[config.mk]
export PLATFORM = sky130hd
export DESIGN_NAME = simd_halfword_multiplier
export DESIGN_NICKNAME = d
export VERILOG_FILES = /design/src/design/simd_mul_pkg.sv /design/src/design/lane_if.sv /design/src/design/half_lane.sv /design/src/design/simd_halfword_multiplier.sv
export SDC_FILE = /design/constraint.sdc
export NUM_CORES = 2
export LEC_CHECK = 0
export BUFFER_PORTS_ARGS = -buffer_cell sky130_fd_sc_hd__buf_2
export CORE_ASPECT_RATIO = 0.75
export CORE_MARGIN = 2
export CORE_UTILIZATION = 50
export DETAILED_ROUTE_END_ITERATION = 8
export PLACE_DENSITY = 0.7
export SYNTH_ARGS = -nofsm -noshare
export SYNTH_HDL_FRONTEND = slang
export SYNTH_SLANG_ARGS = --single-unit
[constraint.sdc]
create_clock -name core_clk -period 1.2 [get_ports core_clk]
set_clock_uncertainty 0.2 [all_clocks]
set_input_delay 0.06 -clock core_clk [delete_from_list [all_inputs] [get_ports core_clk]]
set_output_delay 0.06 -clock core_clk [all_outputs]
set_load 0.1 [all_outputs]
[src/design/simd_mul_pkg.sv]
// Purpose: shared constants and types of the packed halfword multiplier
// Assumes: 32-bit instruction words, 64-bit general registers
// Notes: one constant per documented figure
package simd_mul_pkg;

    // ************************************************************
    // instruction fields
    // ************************************************************
    localparam int MAJOR_HI = 31;
    localparam int MAJOR_LO = 26;
    localparam int FUNC_HI = 5;
    localparam int FUNC_LO = 0;
    localparam int SUB_HI = 10;
    localparam int SUB_LO = 6;
    localparam int DEST_HI = 15;
    localparam int DEST_LO = 11;

    localparam logic [5:0] MAJOR_OPCODE_GROUP3 = 6'h1f;
    localparam logic [5:0] FUNC_CLASS_A = 6'h18;
    localparam logic [5:0] FUNC_CLASS_B = 6'h14;
    localparam logic [4:0] SUB_HALF_WRAP = 5'h0c;
    localparam logic [4:0] SUB_HALF_CLIP = 5'h0e;
    localparam logic [4:0] SUB_Q15_UPPER = 5'h1c;
    localparam logic [4:0] SUB_Q15_LOWER = 5'h1d;

    // ************************************************************
    // arithmetic limits
    // ************************************************************
    localparam logic signed [31:0] HALF_MAX = 32'sh0000_7fff;
    localparam logic signed [31:0] HALF_MIN = 32'shffff_8000;
    localparam logic [15:0] CLIP_POS = 16'h7fff;
    localparam logic [15:0] CLIP_NEG = 16'h8000;
    localparam logic [15:0] Q15_MINUS_ONE = 16'h8000;
    localparam logic [31:0] Q31_MAX = 32'h7fff_ffff;

    // ************************************************************
    // control register and reset values
    // ************************************************************
    localparam int OUFLAG_BIT = 21;
    localparam logic [31:0] OUFLAG_MASK = 32'h0020_0000;
    localparam logic [63:0] DATA_RST = 64'h0;
    localparam logic [31:0] CTRL_RST = 32'h0;
    localparam logic [4:0] DEST_RST = 5'h0;
    localparam int UPPER_PAIR_BASE = 32;

    typedef enum logic [2:0] {
        OP_NONE,
        OP_HALF_WRAP,
        OP_HALF_CLIP,
        OP_Q15_UPPER,
        OP_Q15_LOWER
    } mul_op_t;

endpackage

[src/design/lane_if.sv]
// Purpose: carries one halfword element pair and its products
// Assumes: purely combinational lane
// Notes: core side drives operands, lane side answers
`timescale 1ns/1ps
`default_nettype none
interface lane_if;
    logic signed [15:0] opa;
    logic signed [15:0] opb;
    logic [15:0] wrap16;
    logic [15:0] clip16;
    logic int_ovf;
    logic [31:0] q31;
    logic q_sat;

    modport lane (input opa, input opb, output wrap16, output clip16,
                  output int_ovf, output q31, output q_sat);
    modport core (output opa, output opb, input wrap16, input clip16,
                  input int_ovf, input q31, input q_sat);
endinterface
`default_nettype wire

[src/design/half_lane.sv]
// Purpose: one signed 16x16 element product in all result forms
// Assumes: operands stable within the cycle
// Notes: no state; the core registers the chosen form
`timescale 1ns/1ps
`default_nettype none
module half_lane
    import simd_mul_pkg::*;
(
    // element pair
    lane_if.lane port
);

    logic signed [31:0] prod;
    logic both_min;

    always_comb begin
        // signed product at full 32-bit width
        prod = port.opa * port.opb;
        both_min = (port.opa == Q15_MINUS_ONE) &&
                   (port.opb == Q15_MINUS_ONE);
        port.wrap16 = prod[15:0];
        port.int_ovf = (prod > HALF_MAX) || (prod < HALF_MIN);
        if (prod > HALF_MAX) begin
            port.clip16 = CLIP_POS;
        end else if (prod < HALF_MIN) begin
            port.clip16 = CLIP_NEG;
        end else begin
            port.clip16 = prod[15:0];
        end
        // only -1.0 * -1.0 escapes the Q31 range
        port.q_sat = both_min;
        if (both_min) begin
            port.q31 = Q31_MAX;
        end else begin
            port.q31 = {prod[30:0], 1'b0};
        end
    end

endmodule
`default_nettype wire

[src/design/simd_halfword_multiplier.sv]
// Purpose: packed halfword and Q15 pair multiply execution stage
// Assumes: pipeline presents one decoded instruction per valid cycle
// Notes: one registered stage; results and flags one cycle after issue
// Behaviour
// - signed 16x16 element products, 32-bit wide
// - wrap form keeps low 16 bits
// - clip form saturates to 0x7fff or 0x8000
// - clip overflow sets sticky bit 21
// - wrap overflow also sets sticky bit 21
// - base accumulator clobbered, others untouched
// - only reserved and disabled exceptions raised
// - upper pair uses bits 63..32
// - lower pair uses bits 31..0
// - fractional product shifted left one bit
// - both 0x8000 gives 0x7fffffff
// - fractional clamp sets sticky bit 21
// - decode wrap and clip under class a
// - decode upper and lower under class b
`timescale 1ns/1ps
`default_nettype none
module simd_halfword_multiplier
    import simd_mul_pkg::*;
(
    // clock and reset
    input wire logic core_clk,
    input wire logic arst_n,
    // issue
    input wire logic issue_valid,
    input wire logic [31:0] instr_word,
    input wire logic [63:0] src_reg_a,
    input wire logic [63:0] src_reg_b,
    input wire logic dsp_enable,
    input wire logic wide_enable,
    // control register image
    input wire logic [31:0] signal_proc_control,
    // result
    output logic result_valid,
    output logic [4:0] result_dest,
    output logic [63:0] result_data,
    output logic ctrl_write,
    output logic [31:0] ctrl_next,
    output logic base_sum_clobber,
    // exceptions
    output logic exc_reserved,
    output logic exc_dsp_disabled
);

    // ************************************************************
    // decode
    // ************************************************************
    mul_op_t op;
    logic [5:0] major;
    logic [5:0] func;
    logic [4:0] sub;

    always_comb begin
        major = instr_word[MAJOR_HI:MAJOR_LO];
        func = instr_word[FUNC_HI:FUNC_LO];
        sub = instr_word[SUB_HI:SUB_LO];
        op = OP_NONE;
        if (issue_valid && major == MAJOR_OPCODE_GROUP3) begin
            if (func == FUNC_CLASS_A) begin
                if (sub == SUB_HALF_WRAP) begin
                    op = OP_HALF_WRAP;
                end else if (sub == SUB_HALF_CLIP) begin
                    op = OP_HALF_CLIP;
                end
            end else if (func == FUNC_CLASS_B) begin
                if (sub == SUB_Q15_UPPER) begin
                    op = OP_Q15_UPPER;
                end else if (sub == SUB_Q15_LOWER) begin
                    op = OP_Q15_LOWER;
                end
            end
        end
    end

    // ************************************************************
    // element lanes
    // ************************************************************
    logic [15:0] wrap_el [2];
    logic [15:0] clip_el [2];
    logic [31:0] q_el [2];
    logic [1:0] int_ovf_el;
    logic [1:0] q_sat_el;
    logic upper_sel;

    // operands beyond the documented format give undefined
    // results; no check is made on them
    assign upper_sel = (op == OP_Q15_UPPER);

    genvar gi;
    generate
        for (gi = 0; gi < 2; gi++) begin : g_lane
            lane_if lif ();
            // upper pair form reads bits 63..32, else 31..0
            assign lif.opa = upper_sel ?
                src_reg_a[UPPER_PAIR_BASE + 16*gi +: 16] :
                src_reg_a[16*gi +: 16];
            assign lif.opb = upper_sel ?
                src_reg_b[UPPER_PAIR_BASE + 16*gi +: 16] :
                src_reg_b[16*gi +: 16];
            assign wrap_el[gi] = lif.wrap16;
            assign clip_el[gi] = lif.clip16;
            assign q_el[gi] = lif.q31;
            assign int_ovf_el[gi] = lif.int_ovf;
            assign q_sat_el[gi] = lif.q_sat;
            half_lane u_lane (
                .port(lif)
            );
        end
    endgenerate

    // ************************************************************
    // result selection and registering
    // ************************************************************
    logic result_valid_ff, nxt_result_valid;
    logic [4:0] result_dest_ff, nxt_result_dest;
    logic [63:0] result_data_ff, nxt_result_data;
    logic ctrl_write_ff, nxt_ctrl_write;
    logic [31:0] ctrl_next_ff, nxt_ctrl_next;
    logic clobber_ff, nxt_clobber;
    logic exc_ri_ff, nxt_exc_ri;
    logic exc_dis_ff, nxt_exc_dis;
    logic [31:0] packed_half;
    logic flag_event;
    logic wide_op;

    always_comb begin
        packed_half = 32'h0;
        flag_event = 1'b0;
        nxt_result_data = result_data_ff;
        nxt_result_dest = result_dest_ff;
        wide_op = (op == OP_Q15_UPPER) || (op == OP_Q15_LOWER);
        unique case (op)
            OP_HALF_WRAP: begin
                packed_half = {wrap_el[1], wrap_el[0]};
                flag_event = |int_ovf_el;
            end
            OP_HALF_CLIP: begin
                packed_half = {clip_el[1], clip_el[0]};
                flag_event = |int_ovf_el;
            end
            OP_Q15_UPPER, OP_Q15_LOWER: begin
                flag_event = |q_sat_el;
            end
            OP_NONE: begin
                packed_half = 32'h0;
            end
        endcase
        // exceptions never depend on operand values
        // reserved takes priority over disabled
        nxt_exc_ri = (op != OP_NONE) && wide_op && !wide_enable;
        nxt_exc_dis = (op != OP_NONE) && !nxt_exc_ri &&
                      !dsp_enable;
        nxt_result_valid = (op != OP_NONE) && !nxt_exc_ri && !nxt_exc_dis;
        if (nxt_result_valid) begin
            nxt_result_dest = instr_word[DEST_HI:DEST_LO];
            if (wide_op) begin
                nxt_result_data = {q_el[1], q_el[0]};
            end else begin
                nxt_result_data = {{32{packed_half[31]}},
                                   packed_half};
            end
        end
        // or-in only: no field is ever cleared here
        nxt_ctrl_write = nxt_result_valid && flag_event;
        nxt_ctrl_next = signal_proc_control | OUFLAG_MASK;
        // base sum register left unpredictable; no accumulator is
        // written, so the other accumulators keep their contents
        nxt_clobber = nxt_result_valid;
    end

    always_ff @(posedge core_clk or negedge arst_n) begin
        if (!arst_n) begin
            result_valid_ff <= 1'b0;
            result_dest_ff <= DEST_RST;
            result_data_ff <= DATA_RST;
            ctrl_write_ff <= 1'b0;
            ctrl_next_ff <= CTRL_RST;
            clobber_ff <= 1'b0;
            exc_ri_ff <= 1'b0;
            exc_dis_ff <= 1'b0;
        end else begin
            result_valid_ff <= nxt_result_valid;
            result_dest_ff <= nxt_result_dest;
            result_data_ff <= nxt_result_data;
            ctrl_write_ff <= nxt_ctrl_write;
            ctrl_next_ff <= nxt_ctrl_next;
            clobber_ff <= nxt_clobber;
            exc_ri_ff <= nxt_exc_ri;
            exc_dis_ff <= nxt_exc_dis;
        end
    end

    assign result_valid = result_valid_ff;
    assign result_dest = result_dest_ff;
    assign result_data = result_data_ff;
    assign ctrl_write = ctrl_write_ff;
    assign ctrl_next = ctrl_next_ff;
    assign base_sum_clobber = clobber_ff;
    assign exc_reserved = exc_ri_ff;
    assign exc_dsp_disabled = exc_dis_ff;

    // ************************************************************
    // checks
    // ************************************************************
    logic good_issue;
    assign good_issue = nxt_result_valid;

    property p_elem_product;
        @(posedge core_clk) disable iff (!arst_n)
        (good_issue && op == OP_HALF_WRAP) |=> result_data[15:0] ==
            16'($signed($past(src_reg_a[15:0])) *
                $signed($past(src_reg_b[15:0])));
    endproperty
    a_elem_product: assert property (p_elem_product)
        else $error("wrap low element product wrong");

    property p_wrap_upper;
        @(posedge core_clk) disable iff (!arst_n)
        (good_issue && op == OP_HALF_WRAP) |=> result_data[31:16] ==
            16'($signed($past(src_reg_a[31:16])) *
                $signed($past(src_reg_b[31:16])));
    endproperty
    a_wrap_upper: assert property (p_wrap_upper)
        else $error("wrap upper element misplaced");

    property p_clip_pos;
        @(posedge core_clk) disable iff (!arst_n)
        (good_issue && op == OP_HALF_CLIP && src_reg_a[15:0] == CLIP_NEG
         && src_reg_b[15:0] == CLIP_NEG) |=> result_data[15:0] == CLIP_POS;
    endproperty
    a_clip_pos: assert property (p_clip_pos)
        else $error("positive overflow not clipped");

    property p_clip_flag;
        @(posedge core_clk) disable iff (!arst_n)
        (good_issue && op == OP_HALF_CLIP && |int_ovf_el) |=>
            ctrl_write && ctrl_next[OUFLAG_BIT];
    endproperty
    a_clip_flag: assert property (p_clip_flag)
        else $error("clip overflow did not set sticky bit");

    property p_wrap_flag;
        @(posedge core_clk) disable iff (!arst_n)
        (good_issue && (op == OP_HALF_WRAP || op == OP_HALF_CLIP)) |=>
            ctrl_write == |$past(int_ovf_el);
    endproperty
    a_wrap_flag: assert property (p_wrap_flag)
        else $error("halfword sticky write mismatch");

    // a refused instruction must not disturb the base sum register
    property p_clobber;
        @(posedge core_clk) disable iff (!arst_n)
        (op != OP_NONE) |=>
            base_sum_clobber == !(exc_reserved || exc_dsp_disabled);
    endproperty
    a_clobber: assert property (p_clobber)
        else $error("clobber mark not with result");

    property p_exc_only_enables;
        @(posedge core_clk) disable iff (!arst_n)
        (op != OP_NONE && dsp_enable && wide_enable) |=>
            !exc_reserved && !exc_dsp_disabled && result_valid;
    endproperty
    a_exc_only_enables: assert property (p_exc_only_enables)
        else $error("exception without enable cause");

    property p_upper_place;
        @(posedge core_clk) disable iff (!arst_n)
        (good_issue && op == OP_Q15_UPPER && src_reg_a[63:48] ==
         Q15_MINUS_ONE && src_reg_b[63:48] == Q15_MINUS_ONE) |=>
            result_data[63:32] == Q31_MAX && ctrl_write;
    endproperty
    a_upper_place: assert property (p_upper_place)
        else $error("upper pair clamp misplaced");

    property p_lower_shift;
        @(posedge core_clk) disable iff (!arst_n)
        (good_issue && op == OP_Q15_LOWER &&
         !(src_reg_a[15:0] == Q15_MINUS_ONE &&
           src_reg_b[15:0] == Q15_MINUS_ONE)) |=>
            // the int factor widens the product to 32 signed bits
            $signed(result_data[31:0]) ==
            $signed($past(src_reg_a[15:0])) *
            $signed($past(src_reg_b[15:0])) * 2;
    endproperty
    a_lower_shift: assert property (p_lower_shift)
        else $error("lower pair Q31 word wrong");

    property p_sign_ext;
        @(posedge core_clk) disable iff (!arst_n)
        (good_issue && (op == OP_HALF_WRAP || op == OP_HALF_CLIP)) |=>
            result_data[63:32] == {32{result_data[31]}};
    endproperty
    a_sign_ext: assert property (p_sign_ext)
        else $error("halfword result not sign extended");

    property p_ctrl_keep;
        @(posedge core_clk) disable iff (!arst_n)
        ctrl_write |-> (ctrl_next & ~OUFLAG_MASK) ==
            ($past(signal_proc_control) & ~OUFLAG_MASK)
            && ctrl_next[OUFLAG_BIT];
    endproperty
    a_ctrl_keep: assert property (p_ctrl_keep)
        else $error("control fields disturbed");

endmodule
`default_nettype wire

==> Word-level counts from Yosys, hierarchy flattened <==
Index checks and enable logic that the tools add are counted.
Widths: inputs -> output; s select.
{ "totals": {"ff_bits": 105, "latchBits": 0, "ram_bits": 0, "mem_bits_ro": 0, "output_inout_bits": 106, "word_cells": 69, "n_memories": 0} }
{ "classes": {"addsub": 0, "n_mul": 2, "div_mod_pow": 0, "magnitude_cmp": 4, "eq_ne": 15, "shifts": 0, "mux": 20, "bitwise_logic": 0, "reduce_logical": 21} }
{ "op_table": {"columns": ["op", "n"], "rows": [
  ["$mux 16", 8],
  ["$eq 16x16->1 const B", 4],
  ["$gt 32x16->1 const B", 2],
  ["$lt 32x16->1 const B", 2],
  ["$mul 16x16->32", 2],
  ["$mux 32", 2],
  ["$mux 64", 1],
  ["$pmux 32 s2", 1],
  ["$eq 6x5->1 const B", 3],
  ["$mux 3", 5],
  ["$eq 5x4->1 const B", 2],
  ["$eq 5x5->1 const B", 2],
  ["$logic_and 1x1->1", 9],
  ["$reduce_or 2->1", 4],
  ["$eq 3x2->1 const B", 2],
  ["$logic_not 1->1", 4],
  ["$mux 2", 2],
  ["$eq 3x1->1 const B", 1],
  ["$eq 3x3->1 const B", 1],
  ["$logic_or 1x1->1", 3],
  ["$reduce_bool 3->1", 1],
  ["$pmux 1 s2", 1]
]} }

==> Depth between registers and ports, before layout <==
{ "logic_depth": {"ltp_word": 16, "mapped_depth": 39} }

==> Cells and area by module <==
Synthesis repeated with hierarchy kept, for this count alone.
{ "unflattened": {"hier_cells": 2924, "hier_area_um2": 27296.2} }
{ "modules_own_cells": {"columns": ["mod", "instances", "cells_each", "area_per_inst_um2", "seq_area_each_um2"], "rows": [
  ["half_lane (g_lane[0].u_lane)", 1, 1249, 10815.4, 0.0],
  ["half_lane (g_lane[1].u_lane)", 1, 1199, 10415.0, 0.0],
  ["simd_halfword_multiplier", 1, 476, 6065.8, 2627.5]
]} }

==> Worst setup path before layout <==
OpenSTA, ideal clock, no wires.
{ "synth_path": {"path_type": "in2reg", "start": "input port instr_word[5]", "end": "register result_data_ff[23] (netlist: result_data[23])", "arrival_ps": 9139, "t_required_ps": 874, "slack_ps": -8265, "path_stages": 33, "n_path_buf": 6, "path_cell_list": "nor4b_1 nand4_1 or3_1 clkbuf_1 nor3_1 buf_2 buf_2 buf_2 buf_2 mux2i_1 nor2_1 inv_1 fa_1 inv_1 fa_1 fa_1 fa_1 fa_1 inv_1 fa_1 inv_1 ha_1 and3_1 and3_4 a2111oi_4 o32ai_2 or3b_1 a31oi_1 xnor2_1 or4b_4 a21o_1 buf_2 o32a_1"} }
{ "synth_between": {"elab_chain_len": 13, "word_cells_on_any_way": 34, "classes_between": "2 x mul; 2 x order compare; 8 x eq/ne; 12 x mux; 10 x reduce/logical"} }
{ "synth_rtl": {"columns": ["element", "line", "source"], "rows": [
  ["from (decl)", "simd_halfword_multiplier.sv:29", "input wire logic [31:0] instr_word,"],
  ["$eq 6x5->1", "simd_halfword_multiplier.sv:68", "end else if (func == FUNC_CLASS_B) begin"],
  ["$mux 3", "simd_halfword_multiplier.sv:68", null],
  ["$mux 3 (*)", "simd_halfword_multiplier.sv:62", "if (func == FUNC_CLASS_A) begin"],
  ["$mux 3 (*)", "simd_halfword_multiplier.sv:61", "if (issue_valid && major == MAJOR_OPCODE_GROUP3) begin"],
  ["branches (longest 9 deep; another with $mul 16x16->32)", null, null],
  ["to (signal assigned)", "simd_halfword_multiplier.sv:187", "result_data_ff <= nxt_result_data;"],
  ["to (decl)", "simd_halfword_multiplier.sv:119", "logic [63:0] result_data_ff, nxt_result_data;"]
]} }
Every way passes the cells marked *.
A chain may end at the register's enable or synchronous reset.

==> Worst setup path after layout <==
{ "layout_path": {"start": "input port instr_word[5]", "end": "register result_data_ff[53] (netlist: result_data[53])"} }
The elaborated chain is that of the path after synthesis.

==> qor.csv <==
metric,value,unit
"Slowest-stage cell, CP",or4b_4,
dpl hpwl,80850,µm
setup violators final,147,
MaxCap Viol Count,0,
endpoints failing hold,12,
pre-CTS setup slack,-7764,ps
H-tree depth,3,
share of the synthesized area in the top cell type,0.4054,
Initial Util,0.5048,
Synth Warn #,0,
worst reg2reg endpoint,result_data[17],
Post-Route WL,96500,µm
crit path kind,in -> reg,
CTS Root Cell,clkbuf_16,
IO buf count,291,
Post-Syn Nets,3811,
max incr delay on CP,640,ps
Max Fclk,0.1187,GHz
worst-case reg-to-reg path depth,3,
dpl cells,4408,
CTS Buf Count,9,
Reg2Reg Setup Slack,20,ps
Hold Path Class,in -> async,
clock buffer depth,2,
die width,266.9,µm
largest net degree at the start of global routing,44,
r2r startpoint,result_data[17],
nets,4745,
Post-Layout Cell Count,4533,
clock transition at the registers of the reported paths,80,ps
GP Congestion,1.024,
setup tns final,-470810,ps
ANT nets after route,0,
Pins Over Slew Limit,0,
vias in the first global route,27440,
status,"complete, but fails checks",
Crit Path Max Fanout,32,
initial antenna violation count,2,
synthesized instance count,2926,
biggest area consumer among synthesized cells,fa_1,
worst rel slew slack,0.6130,
first-pass GRT wire length,155000,µm
Vias,25150,
Startpoint Class,input pin,
failing checks,"hold timing, setup timing",
Layout area overhead,44.42,%
Residual DRC,0,
Slew @ Worst Pin,578.3,ps
Routed WL per cell,21.29,µm
CTS tree,yes,
cts-stage hold buffer count,39,
Synth Flop Type,dfrtp_1,
share of the yosys chip area belonging to registers,0.1014,
clk sinks,105,
die area,0.05370,mm²
period utilization,7.022,
share of layout cells above drive strength 1,0.3426,
Site Rows,72,
Mapped Area,0.02592,mm²
Die H,201.2,µm
crit-path most repeated cell,fa_1,
gr ovfl total,0,
drt pass-1 iters,6,
post-route setup slack,-7226,ps
Syn Area/Cell,8.860,µm²
async set-reset flop share out of synthesis,1.000,
Netlist cell types,84,
Worst Path Required,1290,ps
hold_ws,-94.11,ps
Worst-Skew Late Latency,350,ps
Util after Layout,0.7291,
core area,0.05135,mm²
Fillers,3729,
minimum clock period,8426,ps
Worst setup EP type,register,
RSZ-0062 raised after global routing,yes,
Iter 0 DRT Violations,2283,
Vias/cell,5.549,
Worst EP arrival,8520,ps
"top cells by area, synth","fa_1 41%, dfrtp_1 10%, inv_1 8.8%",
Post-synth EDFFs,0,
GRT Total Usage,0.3745,
post-synthesis register bit count,105,
IO Pins,303,
-- critical path: cells and delay by family --
| kind | cells | cell delay [ps] |
|---|---|---|
| AOI/OAI and AO/OA | 6 | 1270 |
| adders and majority gates | 7 | 3070 |
| buffers and inverters | 12 | 1550 |
| muxes | 1 | 240 |
| and+or+nand+nor | 10 | 2270 |
-- flip-flops by register name, indices dropped and copies added, names as in the netlist --
name              cells
base_sum_clobber      1
ctrl_next            32
ctrl_write            1
exc_dsp_disabled      1
exc_reserved          1
result_data          64
result_dest           5
-- kinds of logic after synthesis --
kind of cell	synth area share
compound gates	0.09282
simple gates	0.1479
other cells	0.0001447
mux	0.04851
fa+ha+maj	0.4841
flops	0.1014
xor+xnor	0.02061
buf+inv	0.1046
-- synth_stat cells (all sizes together), types with 5 or more instances --
cell and instances:
ha 163, a211oi 16, a22oi 37, clkbuf 72, mux2i 66, or2 10
and3 16, o21a 10, xnor2 42, o211ai 15, or3 8, o2111ai 5
nand2b 26, inv 605, and2 16, a21o 21, nand4 16, buf 26
a21oi 94, nand3 26, o21ai 67, nand2 366, a31oi 15, nor3 21
a2111oi 5, fa 525, xor2 19, nor4 27, a21boi 12, nor2 333
o31ai 8, dfrtp 105, o32a 10, nor4b 6, o22ai 7, mux2 53
-- cell type report --
| type | instances | area, µm² | area share |
|---|---|---|---|
| antenna | 2 | 5.005 | 0.0001337 |
| sequential | 105 | 2648 | 0.07072 |
| inverter | 605 | 2273 | 0.06072 |
| clock buffer | 10 | 239.0 | 0.006383 |
| timing repair buffer | 1018 | 9239 | 0.2468 |
| clock inverter | 6 | 70.07 | 0.001872 |
| multi-input combinational | 2121 | 22130 | 0.5911 |
| tap | 666 | 833.3 | 0.02226 |
-- repair_timing --
action / in CTS / in global routing
hold endpoints to repair: 144 / 12
endpoints found under the setup margin: 165 / 177
gates resized for setup: 267 / 43
pin swaps: 89 / 18
gates cloned: 6 / 1
buffers inserted: 58 / 4
-- per-stage QoR --
step,cell area [µm²],hold WS [ps]
detailed placement,34790,-251.5
finish,37440,-94.11
global route,37430,-85.81
global placement,34790,-250.1
floorplan,26690,-435.6
CTS,37200,-93.18
-- routing by layer --
layer / GRT usage / wire [µm]
met5: 0 / 13
met2: 0.5411 / 40530
met4: 0.06200 / 1541
met3: 0.1434 / 13830
met1: 0.5428 / 40590
-- layout by cell type (no fill, tap or decap), drive strengths merged, types with 16 or more instances in the layout --
cell,instances
nand2b,26
a22oi,37
a211oi,16
nand2,366
nor4,27
a21o,22
ha,163
mux2,54
nor3,21
mux2i,66
xor2,19
and2,16
fa,525
buf,978
nor2,333
nand4,16
dlygate4sd3,39
xnor2,42
inv,608
dfrtp,105
a21oi,94
and3,16
o21ai,67
nand3,26
-- worst max-delay path by stage --
| stage | start | endpoint | slack [ps] | cells after the start |
|---|---|---|---|---|
| floorplan | instr_word[5] | result_data[33] | -7240 | 36 |
| global placement | instr_word[5] | result_data[3] | -7640 | 33 |
| detailed placement | instr_word[5] | result_data[2] | -7760 | 32 |
| CTS | instr_word[5] | result_data[53] | -7120 | 33 |
| global route | instr_word[5] | result_data[44] | -7480 | 35 |
| finish | instr_word[5] | result_data[53] | -7230 | 36 |
Power is not shown: default switching activity piles up to over one toggle a cycle in this logic, so the estimate is an artifact.
